`src/logic/rc_defines.vh`:
```
/*
 * Constants of the 8-bit core: phases, file map, ALU codes, APB map.
 * Assumes inclusion by bare name from the design files under logic/.
 */
`ifndef RC_DEFINES_VH
`define RC_DEFINES_VH
// Contract
// - One whole 14-bit instruction word is fetched from program memory per cycle.
// - Fetch of the next instruction overlaps execution of the current one.
// - All 35 instructions take one instruction cycle, branches excepted.
// - ALU is 8 bits: add, subtract, shift and logic between accumulator and file.
// - Arithmetic operands and results are two's complement.
// - Two-operand ops use the accumulator and a file location or literal.
// - Single-operand ops work on the accumulator or a file location.
// - Accumulator is an 8-bit register with no data-memory address.
// - ALU updates carry, nibble carry and zero flags as the instruction says.
// - In subtraction carry is the borrow, nibble carry the low-nibble borrow; the code sets each high when no borrow occurs.
// - Special registers, program counter included, sit in data-memory space.
// - Any operation works on any register, direct or indirect.
// - 128 bytes of data RAM; program space 1K or 2K words by variant.
// - In RC oscillator modes the cycle-rate output runs at a quarter clock.
// - With the reset pin function on, a low pin holds the core in reset.
// - Clock divides into four phases; the program counter advances in phase one.
// - A program counter change costs two cycles; the fetched word is flushed.
// - Operand read happens in phase two, destination write in phase four.

// ----------------------------------------
// Widths and phases
// ----------------------------------------
`define RC_IW 14
`define RC_DW 8
`define RC_PCW 13
`define RC_Q1 2'h0
`define RC_Q2 2'h1
`define RC_Q3 2'h2
`define RC_Q4 2'h3
`define RC_NOP 14'h0000

// ----------------------------------------
// File map and status layout
// ----------------------------------------
`define RC_F_INDF 7'h00
`define RC_F_PCL 7'h02
`define RC_F_STATUS 7'h03
`define RC_F_FSR 7'h04
`define RC_F_PCLATH 7'h0a
`define RC_GPR_LO 7'h20
`define RC_B1_HI 7'h3f
`define RC_COMMON_LO 7'h70
`define RC_B1_OFS 7'h40
`define RC_ST_C 0
`define RC_ST_DC 1
`define RC_ST_Z 2
`define RC_ST_RP0 5
`define RC_STATUS_RST 8'h18
`define RC_RET 7'h08
`define RC_RETIE 7'h09

// ----------------------------------------
// ALU operation codes
// ----------------------------------------
`define RC_OP_ADD 4'h0
`define RC_OP_SUB 4'h1
`define RC_OP_AND 4'h2
`define RC_OP_OR 4'h3
`define RC_OP_XOR 4'h4
`define RC_OP_PASSA 4'h5
`define RC_OP_PASSB 4'h6
`define RC_OP_ZERO 4'h7
`define RC_OP_COM 4'h8
`define RC_OP_INC 4'h9
`define RC_OP_DEC 4'ha
`define RC_OP_RR 4'hb
`define RC_OP_RL 4'hc
`define RC_OP_SWAP 4'hd
`define RC_OP_BCLR 4'he
`define RC_OP_BSET 4'hf

// ----------------------------------------
// APB map and control fields
// ----------------------------------------
`define RC_A_CTRL 12'h000
`define RC_A_PC 12'h004
`define RC_A_CORE 12'h008
`define RC_A_IR 12'h00c
`define RC_CTRL_RUN 0
`define RC_CTRL_PINRST 1
`define RC_CTRL_CROEN 2
`define RC_CTRL_OSC_LO 3
`define RC_CTRL_OSC_HI 4
`define RC_CTRL_RST 5'h03
`define RC_OSC_EXTERNAL_RC_OSCILLATOR_MODE 2'h2
`define RC_OSC_INTERNAL_RC_OSCILLATOR_MODE 2'h3
`endif

```
`src/logic/rc_core.v`:
```
/*
 * Execution core: four-phase sequencer, fetch/execute pipeline,
 * decoder, file map, call stack and APB control/observation port.
 * Assumes program memory answers imem_data within three clocks of
 * an imem_addr change, and that all inputs are synchronous to sys_clk.
 */
`timescale 1ns/100ps
`include "rc_defines.vh"
module rc_core #(
	parameter PROG_AW = 10,
	parameter STK_DEPTH = 8,
	parameter STK_AW = 3
) (
	// Clock and reset
	input wire sys_clk,
	input wire reset,
	input wire clk_en,
	// Device pins
	input wire external_reset_pin_n,
	output reg cycle_rate_output,
	// Instruction bus
	output wire [PROG_AW-1:0] imem_addr,
	input wire [`RC_IW-1:0] imem_data,
	// APB slave
	input wire psel,
	input wire penable,
	input wire pwrite,
	input wire [11:0] paddr,
	input wire [31:0] pwdata,
	output reg [31:0] prdata,
	output reg pready,
	output reg pslverr
);

	// ----------------------------------------
	// State
	// ----------------------------------------
	reg [1:0] q_q;
	reg [`RC_PCW-1:0] pc_q;
	reg [`RC_IW-1:0] fetch_q;
	reg [`RC_IW-1:0] ir_q;
	reg flush_q;
	reg hold_q;
	reg [7:0] w_q;
	reg [7:0] status_q;
	reg [7:0] fsr_q;
	reg [4:0] pclath_q;
	reg [7:0] opnd_q;
	reg [4:0] ctrl_q;
	reg [STK_AW-1:0] sp_q;
	reg [`RC_PCW-1:0] stk_q [0:STK_DEPTH-1];

	wire run = clk_en & ctrl_q[`RC_CTRL_RUN];
	wire pin_rst = ctrl_q[`RC_CTRL_PINRST] & ~external_reset_pin_n;
	wire ph1 = (q_q == `RC_Q1);
	wire ph2 = (q_q == `RC_Q2);
	wire ph3 = (q_q == `RC_Q3);
	wire ph4 = (q_q == `RC_Q4);
	wire [1:0] q_nxt = q_q + 2'h1;
	wire [1:0] osc_sel = ctrl_q[`RC_CTRL_OSC_HI:`RC_CTRL_OSC_LO];

	// Wraps above the implemented program space
	assign imem_addr = pc_q[PROG_AW-1:0];

	// ----------------------------------------
	// Decoder
	// ----------------------------------------
	reg [3:0] alu_op;
	reg use_lit;
	reg wr_f;
	reg wr_w;
	reg aff_z;
	reg aff_c;
	reg aff_dc;
	reg skz;
	reg btst;
	reg jmp;
	reg call;
	reg ret;

	wire d_bit = ir_q[7];

	always @* begin
		alu_op = `RC_OP_PASSB;
		use_lit = 1'b0;
		wr_f = 1'b0;
		wr_w = 1'b0;
		aff_z = 1'b0;
		aff_c = 1'b0;
		aff_dc = 1'b0;
		skz = 1'b0;
		btst = 1'b0;
		jmp = 1'b0;
		call = 1'b0;
		ret = 1'b0;
		case (ir_q[13:12])
			2'h0: begin
				wr_f = d_bit;
				wr_w = ~d_bit;
				case (ir_q[11:8])
					4'h0: begin
						alu_op = `RC_OP_PASSA;
						wr_w = 1'b0;
						ret = ~d_bit & ((ir_q[6:0] == `RC_RET) | (ir_q[6:0] == `RC_RETIE));
					end
					4'h1: begin
						alu_op = `RC_OP_ZERO;
						aff_z = 1'b1;
					end
					4'h2: begin
						alu_op = `RC_OP_SUB;
						aff_z = 1'b1;
						aff_c = 1'b1;
						aff_dc = 1'b1;
					end
					4'h3: begin
						alu_op = `RC_OP_DEC;
						aff_z = 1'b1;
					end
					4'h4: begin
						alu_op = `RC_OP_OR;
						aff_z = 1'b1;
					end
					4'h5: begin
						alu_op = `RC_OP_AND;
						aff_z = 1'b1;
					end
					4'h6: begin
						alu_op = `RC_OP_XOR;
						aff_z = 1'b1;
					end
					4'h7: begin
						alu_op = `RC_OP_ADD;
						aff_z = 1'b1;
						aff_c = 1'b1;
						aff_dc = 1'b1;
					end
					4'h8: begin
						aff_z = 1'b1;
					end
					4'h9: begin
						alu_op = `RC_OP_COM;
						aff_z = 1'b1;
					end
					4'ha: begin
						alu_op = `RC_OP_INC;
						aff_z = 1'b1;
					end
					4'hb: begin
						alu_op = `RC_OP_DEC;
						skz = 1'b1;
					end
					4'hc: begin
						alu_op = `RC_OP_RR;
						aff_c = 1'b1;
					end
					4'hd: begin
						alu_op = `RC_OP_RL;
						aff_c = 1'b1;
					end
					4'he: alu_op = `RC_OP_SWAP;
					default: begin
						alu_op = `RC_OP_INC;
						skz = 1'b1;
					end
				endcase
			end
			2'h1: begin
				case (ir_q[11:10])
					2'h0: begin
						alu_op = `RC_OP_BCLR;
						wr_f = 1'b1;
					end
					2'h1: begin
						alu_op = `RC_OP_BSET;
						wr_f = 1'b1;
					end
					default: btst = 1'b1;
				endcase
			end
			2'h2: begin
				jmp = 1'b1;
				call = ~ir_q[11];
			end
			default: begin
				use_lit = 1'b1;
				wr_w = 1'b1;
				aff_z = 1'b1;
				case (ir_q[11:8])
					4'h8: alu_op = `RC_OP_OR;
					4'h9: alu_op = `RC_OP_AND;
					4'ha: alu_op = `RC_OP_XOR;
					4'hc, 4'hd: begin
						alu_op = `RC_OP_SUB;
						aff_c = 1'b1;
						aff_dc = 1'b1;
					end
					4'he, 4'hf: begin
						alu_op = `RC_OP_ADD;
						aff_c = 1'b1;
						aff_dc = 1'b1;
					end
					default: begin
						// Move and return-with-literal leave flags alone
						alu_op = `RC_OP_PASSB;
						aff_z = 1'b0;
						ret = ir_q[10];
					end
				endcase
			end
		endcase
	end

	// ----------------------------------------
	// File addressing
	// ----------------------------------------
	// Address zero goes through the pointer; pointer zero reads 0
	wire [7:0] fa = (ir_q[6:0] == `RC_F_INDF) ?
		fsr_q : {status_q[`RC_ST_RP0], ir_q[6:0]};
	wire [6:0] fr = fa[6:0];
	reg ram_hit;
	reg [6:0] ram_idx;
	reg [7:0] file_rd;
	wire [7:0] ram_rd;

	always @* begin
		ram_hit = 1'b0;
		ram_idx = fr - `RC_GPR_LO;
		if (!fa[7] && fr >= `RC_GPR_LO) begin
			ram_hit = 1'b1;
		end else if (fa[7] && fr >= `RC_COMMON_LO) begin
			ram_hit = 1'b1;
		end else if (fa[7] && fr >= `RC_GPR_LO && fr <= `RC_B1_HI) begin
			ram_hit = 1'b1;
			ram_idx = fr + `RC_B1_OFS;
		end
	end

	always @* begin
		case (fr)
			`RC_F_PCL: file_rd = pc_q[7:0];
			`RC_F_STATUS: file_rd = status_q;
			`RC_F_FSR: file_rd = fsr_q;
			`RC_F_PCLATH: file_rd = {3'h0, pclath_q};
			default: file_rd = ram_hit ? ram_rd : 8'h00;
		endcase
	end

	// ----------------------------------------
	// ALU and result
	// ----------------------------------------
	wire [7:0] alu_b = use_lit ? ir_q[7:0] : opnd_q;
	wire [7:0] alu_res;
	wire alu_c;
	wire alu_dc;
	wire res_zero = (alu_res == 8'h00);
	wire skip = (skz & res_zero) | (btst & (opnd_q[ir_q[9:7]] == ir_q[10]));
	wire wr_pcl = wr_f & (fr == `RC_F_PCL);
	wire branch = jmp | ret | wr_pcl;
	reg [7:0] st_d;

	rc_alu u_alu (
		.a(w_q),
		.b(alu_b),
		.op(alu_op),
		.bsel(ir_q[9:7]),
		.c_in(status_q[`RC_ST_C]),
		.res(alu_res),
		.c_out(alu_c),
		.dc_out(alu_dc)
	);

	always @* begin
		st_d = status_q;
		if (wr_f && fr == `RC_F_STATUS) begin
			st_d = {alu_res[7:5], status_q[4:3], alu_res[2:0]};
		end
		// Flag results win over a direct write of the same bits
		if (aff_c) begin
			st_d[`RC_ST_C] = alu_c;
		end
		if (aff_dc) begin
			st_d[`RC_ST_DC] = alu_dc;
		end
		if (aff_z) begin
			st_d[`RC_ST_Z] = res_zero;
		end
	end

	// Read in phase two, written in phase four
	rc_ram #(
		.AW(7),
		.DW(8)
	) u_ram (
		.sys_clk(sys_clk),
		.re(run & ph2 & ~pin_rst),
		.we(run & ph4 & ~pin_rst & wr_f & ram_hit),
		.addr(ram_idx),
		.wdata(alu_res),
		.rdata_q(ram_rd)
	);

	// ----------------------------------------
	// Sequencer and pipeline
	// ----------------------------------------
	always @(posedge sys_clk or posedge reset) begin
		if (reset) begin
			q_q <= `RC_Q1;
			pc_q <= 13'h0000;
			fetch_q <= `RC_NOP;
			ir_q <= `RC_NOP;
			flush_q <= 1'b1;
			hold_q <= 1'b1;
			w_q <= 8'h00;
			status_q <= `RC_STATUS_RST;
			fsr_q <= 8'h00;
			pclath_q <= 5'h00;
			opnd_q <= 8'h00;
			sp_q <= {STK_AW{1'b0}};
			cycle_rate_output <= 1'b0;
		end else if (clk_en && pin_rst) begin
			q_q <= `RC_Q1;
			pc_q <= 13'h0000;
			fetch_q <= `RC_NOP;
			ir_q <= `RC_NOP;
			flush_q <= 1'b1;
			hold_q <= 1'b1;
			w_q <= 8'h00;
			status_q <= `RC_STATUS_RST;
			fsr_q <= 8'h00;
			pclath_q <= 5'h00;
			opnd_q <= 8'h00;
			sp_q <= {STK_AW{1'b0}};
			cycle_rate_output <= 1'b0;
		end else if (run) begin
			q_q <= q_nxt;
			// High for the second half of each cycle: a quarter of the clock rate
			cycle_rate_output <= ctrl_q[`RC_CTRL_CROEN] & q_nxt[1] &
				((osc_sel == `RC_OSC_EXTERNAL_RC_OSCILLATOR_MODE) | (osc_sel == `RC_OSC_INTERNAL_RC_OSCILLATOR_MODE));
			if (ph1) begin
				ir_q <= flush_q ? `RC_NOP : fetch_q;
				flush_q <= 1'b0;
				hold_q <= 1'b0;
				if (!hold_q) begin
					pc_q <= pc_q + 13'h0001;
				end
			end
			if (ph3) begin
				opnd_q <= file_rd;
			end
			if (ph4) begin
				fetch_q <= imem_data;
				status_q <= st_d;
				if (wr_w) begin
					w_q <= alu_res;
				end
				if (wr_f && fr == `RC_F_FSR) begin
					fsr_q <= alu_res;
				end
				if (wr_f && fr == `RC_F_PCLATH) begin
					pclath_q <= alu_res[4:0];
				end
				if (ret) begin
					sp_q <= sp_q - 1'b1;
					pc_q <= stk_q[sp_q - 1'b1];
				end else if (jmp) begin
					pc_q <= {pclath_q[4:3], ir_q[10:0]};
				end else if (wr_pcl) begin
					pc_q <= {pclath_q, alu_res};
				end
				if (call) begin
					sp_q <= sp_q + 1'b1;
				end
				// Branch refetches at the target; skip only drops the fetched word
				flush_q <= branch | skip;
				hold_q <= branch;
			end
		end
	end

	// Return stack holds no reset value; it is only read after a push
	always @(posedge sys_clk) begin
		if (run && !pin_rst && ph4 && call) begin
			stk_q[sp_q] <= pc_q;
		end
	end

	// ----------------------------------------
	// APB slave, no wait states
	// ----------------------------------------
	wire acc = psel & penable & pready;
	wire mapped = (paddr == `RC_A_CTRL) | (paddr == `RC_A_PC) |
		(paddr == `RC_A_CORE) | (paddr == `RC_A_IR);
	reg [31:0] rd_d;

	always @* begin
		case (paddr)
			`RC_A_CTRL: rd_d = {27'h000_0000, ctrl_q};
			`RC_A_PC: rd_d = {19'h0_0000, pc_q};
			`RC_A_CORE: rd_d = {16'h0000, status_q, w_q};
			`RC_A_IR: rd_d = {18'h0_0000, ir_q};
			default: rd_d = 32'h0000_0000;
		endcase
	end

	always @(posedge sys_clk or posedge reset) begin
		if (reset) begin
			ctrl_q <= `RC_CTRL_RST;
			prdata <= 32'h0000_0000;
			pready <= 1'b0;
			pslverr <= 1'b0;
		end else if (clk_en) begin
			pready <= psel & ~penable;
			pslverr <= psel & ~penable & ~mapped;
			if (psel && !penable) begin
				prdata <= pwrite ? 32'h0000_0000 : rd_d;
			end
			if (acc && pwrite && paddr == `RC_A_CTRL) begin
				ctrl_q <= pwdata[4:0];
			end
		end
	end

endmodule

```
`src/logic/rc_ram.v`:
```
/*
 * Data RAM of the core, 128 bytes, registered read port.
 * Assumes one clock and a single read or write per phase.
 */
`timescale 1ns/100ps
module rc_ram #(
	parameter AW = 7,
	parameter DW = 8
) (
	// Clock
	input wire sys_clk,
	// Access
	input wire re,
	input wire we,
	input wire [AW-1:0] addr,
	input wire [DW-1:0] wdata,
	output reg [DW-1:0] rdata_q
);

	reg [DW-1:0] mem [0:(1<<AW)-1];

	always @(posedge sys_clk) begin
		if (we) begin
			mem[addr] <= wdata;
		end
		if (re) begin
			rdata_q <= mem[addr];
		end
	end

endmodule

```
`src/logic/rc_alu.v`:
```
/*
 * Combinational 8-bit ALU with carry and nibble-carry outputs.
 * Assumes the core picks operands and decides which flags to keep.
 */
`timescale 1ns/100ps
`include "rc_defines.vh"
module rc_alu (
	// Operands
	input wire [7:0] a,
	input wire [7:0] b,
	input wire [3:0] op,
	input wire [2:0] bsel,
	input wire c_in,
	// Results
	output reg [7:0] res,
	output reg c_out,
	output reg dc_out
);

	wire [8:0] add_s = {1'b0, a} + {1'b0, b};
	wire [4:0] add_n = {1'b0, a[3:0]} + {1'b0, b[3:0]};
	// Two's complement b - a; carry out high means no borrow
	wire [8:0] sub_s = {1'b0, b} + {1'b0, ~a} + 9'h001;
	wire [4:0] sub_n = {1'b0, b[3:0]} + {1'b0, ~a[3:0]} + 5'h01;
	wire [7:0] bmask = 8'h01 << bsel;

	always @* begin
		res = b;
		c_out = c_in;
		dc_out = 1'b0;
		case (op)
			`RC_OP_ADD: begin
				res = add_s[7:0];
				c_out = add_s[8];
				dc_out = add_n[4];
			end
			`RC_OP_SUB: begin
				res = sub_s[7:0];
				c_out = sub_s[8];
				dc_out = sub_n[4];
			end
			`RC_OP_AND: res = a & b;
			`RC_OP_OR: res = a | b;
			`RC_OP_XOR: res = a ^ b;
			`RC_OP_PASSA: res = a;
			`RC_OP_PASSB: res = b;
			`RC_OP_ZERO: res = 8'h00;
			`RC_OP_COM: res = ~b;
			`RC_OP_INC: res = b + 8'h01;
			`RC_OP_DEC: res = b - 8'h01;
			`RC_OP_RR: begin
				res = {c_in, b[7:1]};
				c_out = b[0];
			end
			`RC_OP_RL: begin
				res = {b[6:0], c_in};
				c_out = b[7];
			end
			`RC_OP_SWAP: res = {b[3:0], b[7:4]};
			`RC_OP_BCLR: res = b & ~bmask;
			`RC_OP_BSET: res = b | bmask;
			default: res = b;
		endcase
	end

endmodule

```
`config.mk`:
```
export PLATFORM = sky130hd
export DESIGN_NAME = rc_core
export DESIGN_NICKNAME = d
export VERILOG_FILES = /design/src/logic/rc_core.v /design/src/logic/rc_ram.v /design/src/logic/rc_alu.v
export VERILOG_INCLUDE_DIRS = /design/src /design/src/logic
export SDC_FILE = /design/constraint.sdc
export NUM_CORES = 1
export LEC_CHECK = 0
export BUFFER_PORTS_ARGS = -buffer_cell sky130_fd_sc_hd__buf_2
export CAP_MARGIN = 25
export CORE_MARGIN = 4
export CORE_UTILIZATION = 25
export CTS_CLUSTER_SIZE = 12
export DETAILED_ROUTE_END_ITERATION = 16
export PLACE_DENSITY = 0.39
export SYNTH_ARGS = -nofsm -noshare
export SYNTH_HDL_FRONTEND = slang
export SYNTH_SLANG_ARGS = --single-unit
```
`constraint.sdc`:
```
create_clock -name sys_clk -period 10 [get_ports sys_clk]
set_input_delay 0.5 -clock sys_clk [delete_from_list [all_inputs] [get_ports sys_clk]]
set_output_delay 0.5 -clock sys_clk [all_outputs]
set_load 0.005 [all_outputs]
```
==> impl_metrics.toml <==
[outcome]
status = "finished, final reports clean"

[grt]
grt_use_total_pct = 16.36
grt_pass1_vias = 32730
grt_max_degree = 134
antenna_found_initial = 7
grt_overflow = 0
grt_pass1_wl_um = 256100

[logic_synthesis]
synth_cell_types = 91
synth_edf_count = 1136
synth_area_leaders = "edfxtp_1, dfrtp_1, mux2i_1"
yosysSeqAreaShare_pct = 70.15
synth.avg_cell_area_um2 = 13.95
ys.flop_type = "edfxtp_1"
synth_top_area_share_pct = 64.99
synth-async-reset-ratio_pct = 8.682
synth_area_leader_cell = "edfxtp_1"
synth-seq-cells = 1244
yosys_warnings = 0
synth_area_mm2 = 0.05249
netlist_instances = 3763

[placed_design]
placed_cell_area_mm2 = 0.05637
port_buffers = 66
gp_congestion = 0.8021
dp_slack_ns = 2.897
placed_cells = 6470
dpl.hpwl_um = 104100

[detailed_routing]
finalWirelength_um = 182900
vias = 33470
post-route-drc-count = 0
dr.pass1.iters = 6
wl_per_cell_um = 27.13
drtIter0Drc = 3329
via_per_inst = 4.967
ant_nets = 0

[hold_path]
min_from = "clk_en"
hold_class = "input port to register"
hold_end = "pslverr"
hold_depth = 2

[timing]
drv_slew = 0
final.setup.tns_ns = 0
hold_viol_final = 0
slew_headroom_pct = 28.68
fin_ws_ns = 3.541
rsz0062_at_grt = "false"
worstMarginPinSlew_ns = 1.070
setup_violations = 0
fin_crit_ns = 6.459
skew_ns = 0.02958
max_freq_ghz = 0.1548
finalCritPeriodShare_pct = 64.59

[power_and_ir_drop]
pwr_density_cell_mw_per_mm2 = 172.2
power_leakage_nw = 21.41
peakVddDrop_mv = 0.1739

[clock_network]
cts_root_buf = "clkbuf_16"
clock_latency_ns = 0.78
h-tree-depth = 4
clk_pin_slew_ns = 0.06
post_cts_buffers = 0
cts_sinks = 1244
tritoncts.num_buffers = 138
clockBufferDepth = 3
cts_tree = "done"

[job]
maxCapViolations = 0

[floorplanning]
ios = 110
die_w_um = 466.2
die_area_mm2 = 0.2173
die_y_um = 466.2
core_area_mm2 = 0.2079
initial_core_util_pct = 25.25
row_count = 167

[final_layout]
nNetsFinal = 3950
stdcell_count = 6739
final_util_pct = 29.24
stdcell_area_mm2 = 0.06080
layout_common_cells = "edfxtp_1, nand2_1, a21oi_1"
syn_to_final_growth_pct = 15.83
final_common_cell = "edfxtp_1"
drive_gt1_share_pct = 12.37

[critical_path]
r2r_cells = 20
r2r-end = "u_ram.mem[50][7]"
ff2ff_setup_slack_ns = 3.54
crit_type = "register to register"
arrival_ns = 6.98
endpoint_kind = "register"
start_kind = "register"
rr_startpoint = "ir_q[13]"
cp_max_fo = 61
cp.required_ns = 10.52
## metrics by stage
stage / total power [mW] / hold WS, ns
after detailed placement: 5.731 / 0.4645
after CTS: 10.59 / 0.04584
after global placement: 5.731 / 0.4600
final: 10.47 / 0.09134
after floorplan: 5.721 / 0.4615
after global routing: 10.81 / 0.08401
## flip-flops by register name (all words and copies together), names as in the netlist
| register | cells |
|---|---|
| cycle_rate_output | 1 |
| w_q | 8 |
| pready | 1 |
| q_q | 2 |
| hold_q | 1 |
| ir_q | 14 |
| pclath_q | 5 |
| ctrl_q | 5 |
| u_ram.mem | 1024 |
| sp_q | 3 |
| opnd_q | 8 |
| stk_q | 104 |
| flush_q | 1 |
| fetch_q | 14 |
| status_q | 7 |
| pc_q | 13 |
| pslverr | 1 |
| prdata | 16 |
| u_ram.rdata_q | 8 |
| fsr_q | 8 |
## kinds of logic after synthesis
kind of cell	after synthesis	synth area share (%)
flops	1244	70.15
simple gates	919	7.781
mux	263	5.769
buf+inv	311	2.751
fa+ha+maj	40	0.9917
compound gates	960	12.13
xor+xnor	25	0.4172
other cells	1	0.007145
## Yosys cell counts (6+ instances only)
| cell type | n |
|---|---|
| nand2b_1 | 15 |
| a32oi_1 | 8 |
| clkbuf_1 | 131 |
| mux2_2 | 36 |
| xor2_1 | 8 |
| o21ai_0 | 163 |
| nand2_1 | 445 |
| a221o_1 | 17 |
| buf_1 | 29 |
| nor3b_1 | 6 |
| nor2_1 | 246 |
| o21a_1 | 9 |
| a22oi_1 | 71 |
| a21oi_1 | 255 |
| xnor2_1 | 17 |
| or3_1 | 8 |
| mux2i_1 | 199 |
| buf_4 | 31 |
| edfxtp_1 | 1136 |
| inv_1 | 46 |
| a21o_1 | 13 |
| a21boi_0 | 6 |
| o221ai_1 | 9 |
| a222oi_1 | 40 |
| nand3_1 | 37 |
| a221oi_1 | 52 |
| nor4_1 | 30 |
| o2111ai_1 | 7 |
| o22ai_1 | 91 |
| a211oi_1 | 14 |
| o21ai_1 | 14 |
| nor2b_1 | 10 |
| mux4_2 | 28 |
| ha_1 | 36 |
| nand2_4 | 8 |
| a31oi_1 | 40 |
| o31ai_1 | 15 |
| buf_2 | 62 |
| nor3_1 | 36 |
| a22o_1 | 56 |
| nand4_1 | 25 |
| and3_1 | 14 |
| dfrtp_1 | 103 |
| o211ai_1 | 24 |
| buf_6 | 11 |
## repair_timing
item                       4_1_cts  5_1_grt
hold endpoints to repair        70        0
hold buffers                    20        0
resized for setup                0        0
setup endpoints to repair        0        0
## worst max path at each step
stage              from          endpoint  slack (ns)
2_1_floorplan  ir_q[12]   u_ram.mem[0][5]        1.57
3_3_place_gp   ir_q[13]  u_ram.mem[49][7]        2.96
3_5_place_dp   ir_q[13]  u_ram.mem[48][7]        2.90
4_1_cts        ir_q[13]  u_ram.mem[50][7]        2.86
5_1_grt        ir_q[13]  u_ram.mem[50][7]        3.16
6_report       ir_q[13]  u_ram.mem[50][7]        3.54
## where the power goes
group          switching (mW)  leakage (nW)  total, mW  internal [mW]
logic                  0.0198          4.74     0.0323         0.0125
registers            0.000434          14.7       5.60           5.59
clock network            2.12          2.02       4.84           2.72
total                    2.14          21.4       10.5           8.33
## layout make-up
type	instances	area, um2
clock inverters	50	456.7
repair buffers	192	1498
multi-input cells	2223	14610
flip-flops and latches	1244	36820
clock buffers	189	3729
inverters	47	181.4
diodes	6	15.01
well taps	2788	3488
fillers	20920	147100
## worst max-delay path: stages (launching register included)
cell and delay, ns:
dfrtp_1 0.43, ha_1 0.85, inv_1 0.30, o2111ai_1 0.21
and3_1 0.20, buf_4 0.26, nand2_1 0.21, nor3_1 0.19
clkbuf_4 0.23, ha_1 0.28, a21oi_1 0.15, o21ai_1 0.12
a31oi_1 0.28, o21ai_0 0.23, xnor2_1 0.21, mux2i_1 0.20
a22o_1 0.19, nor2_1 0.10, or2_2 0.37, inv_4 0.61
buf_4 0.50
## routing by layer
layer | wire (um) | GRT usage [%] | up-vias
li1 | - | - | 14790
met1 | 84490 | 23.05 | 17380
met2 | 84180 | 25.85 | 1064
met3 | 10320 | 2.987 | 231
met4 | 3827 | 4.397 | 6
met5 | 41 | 0 | -
(Power assumes the default switching activity.)
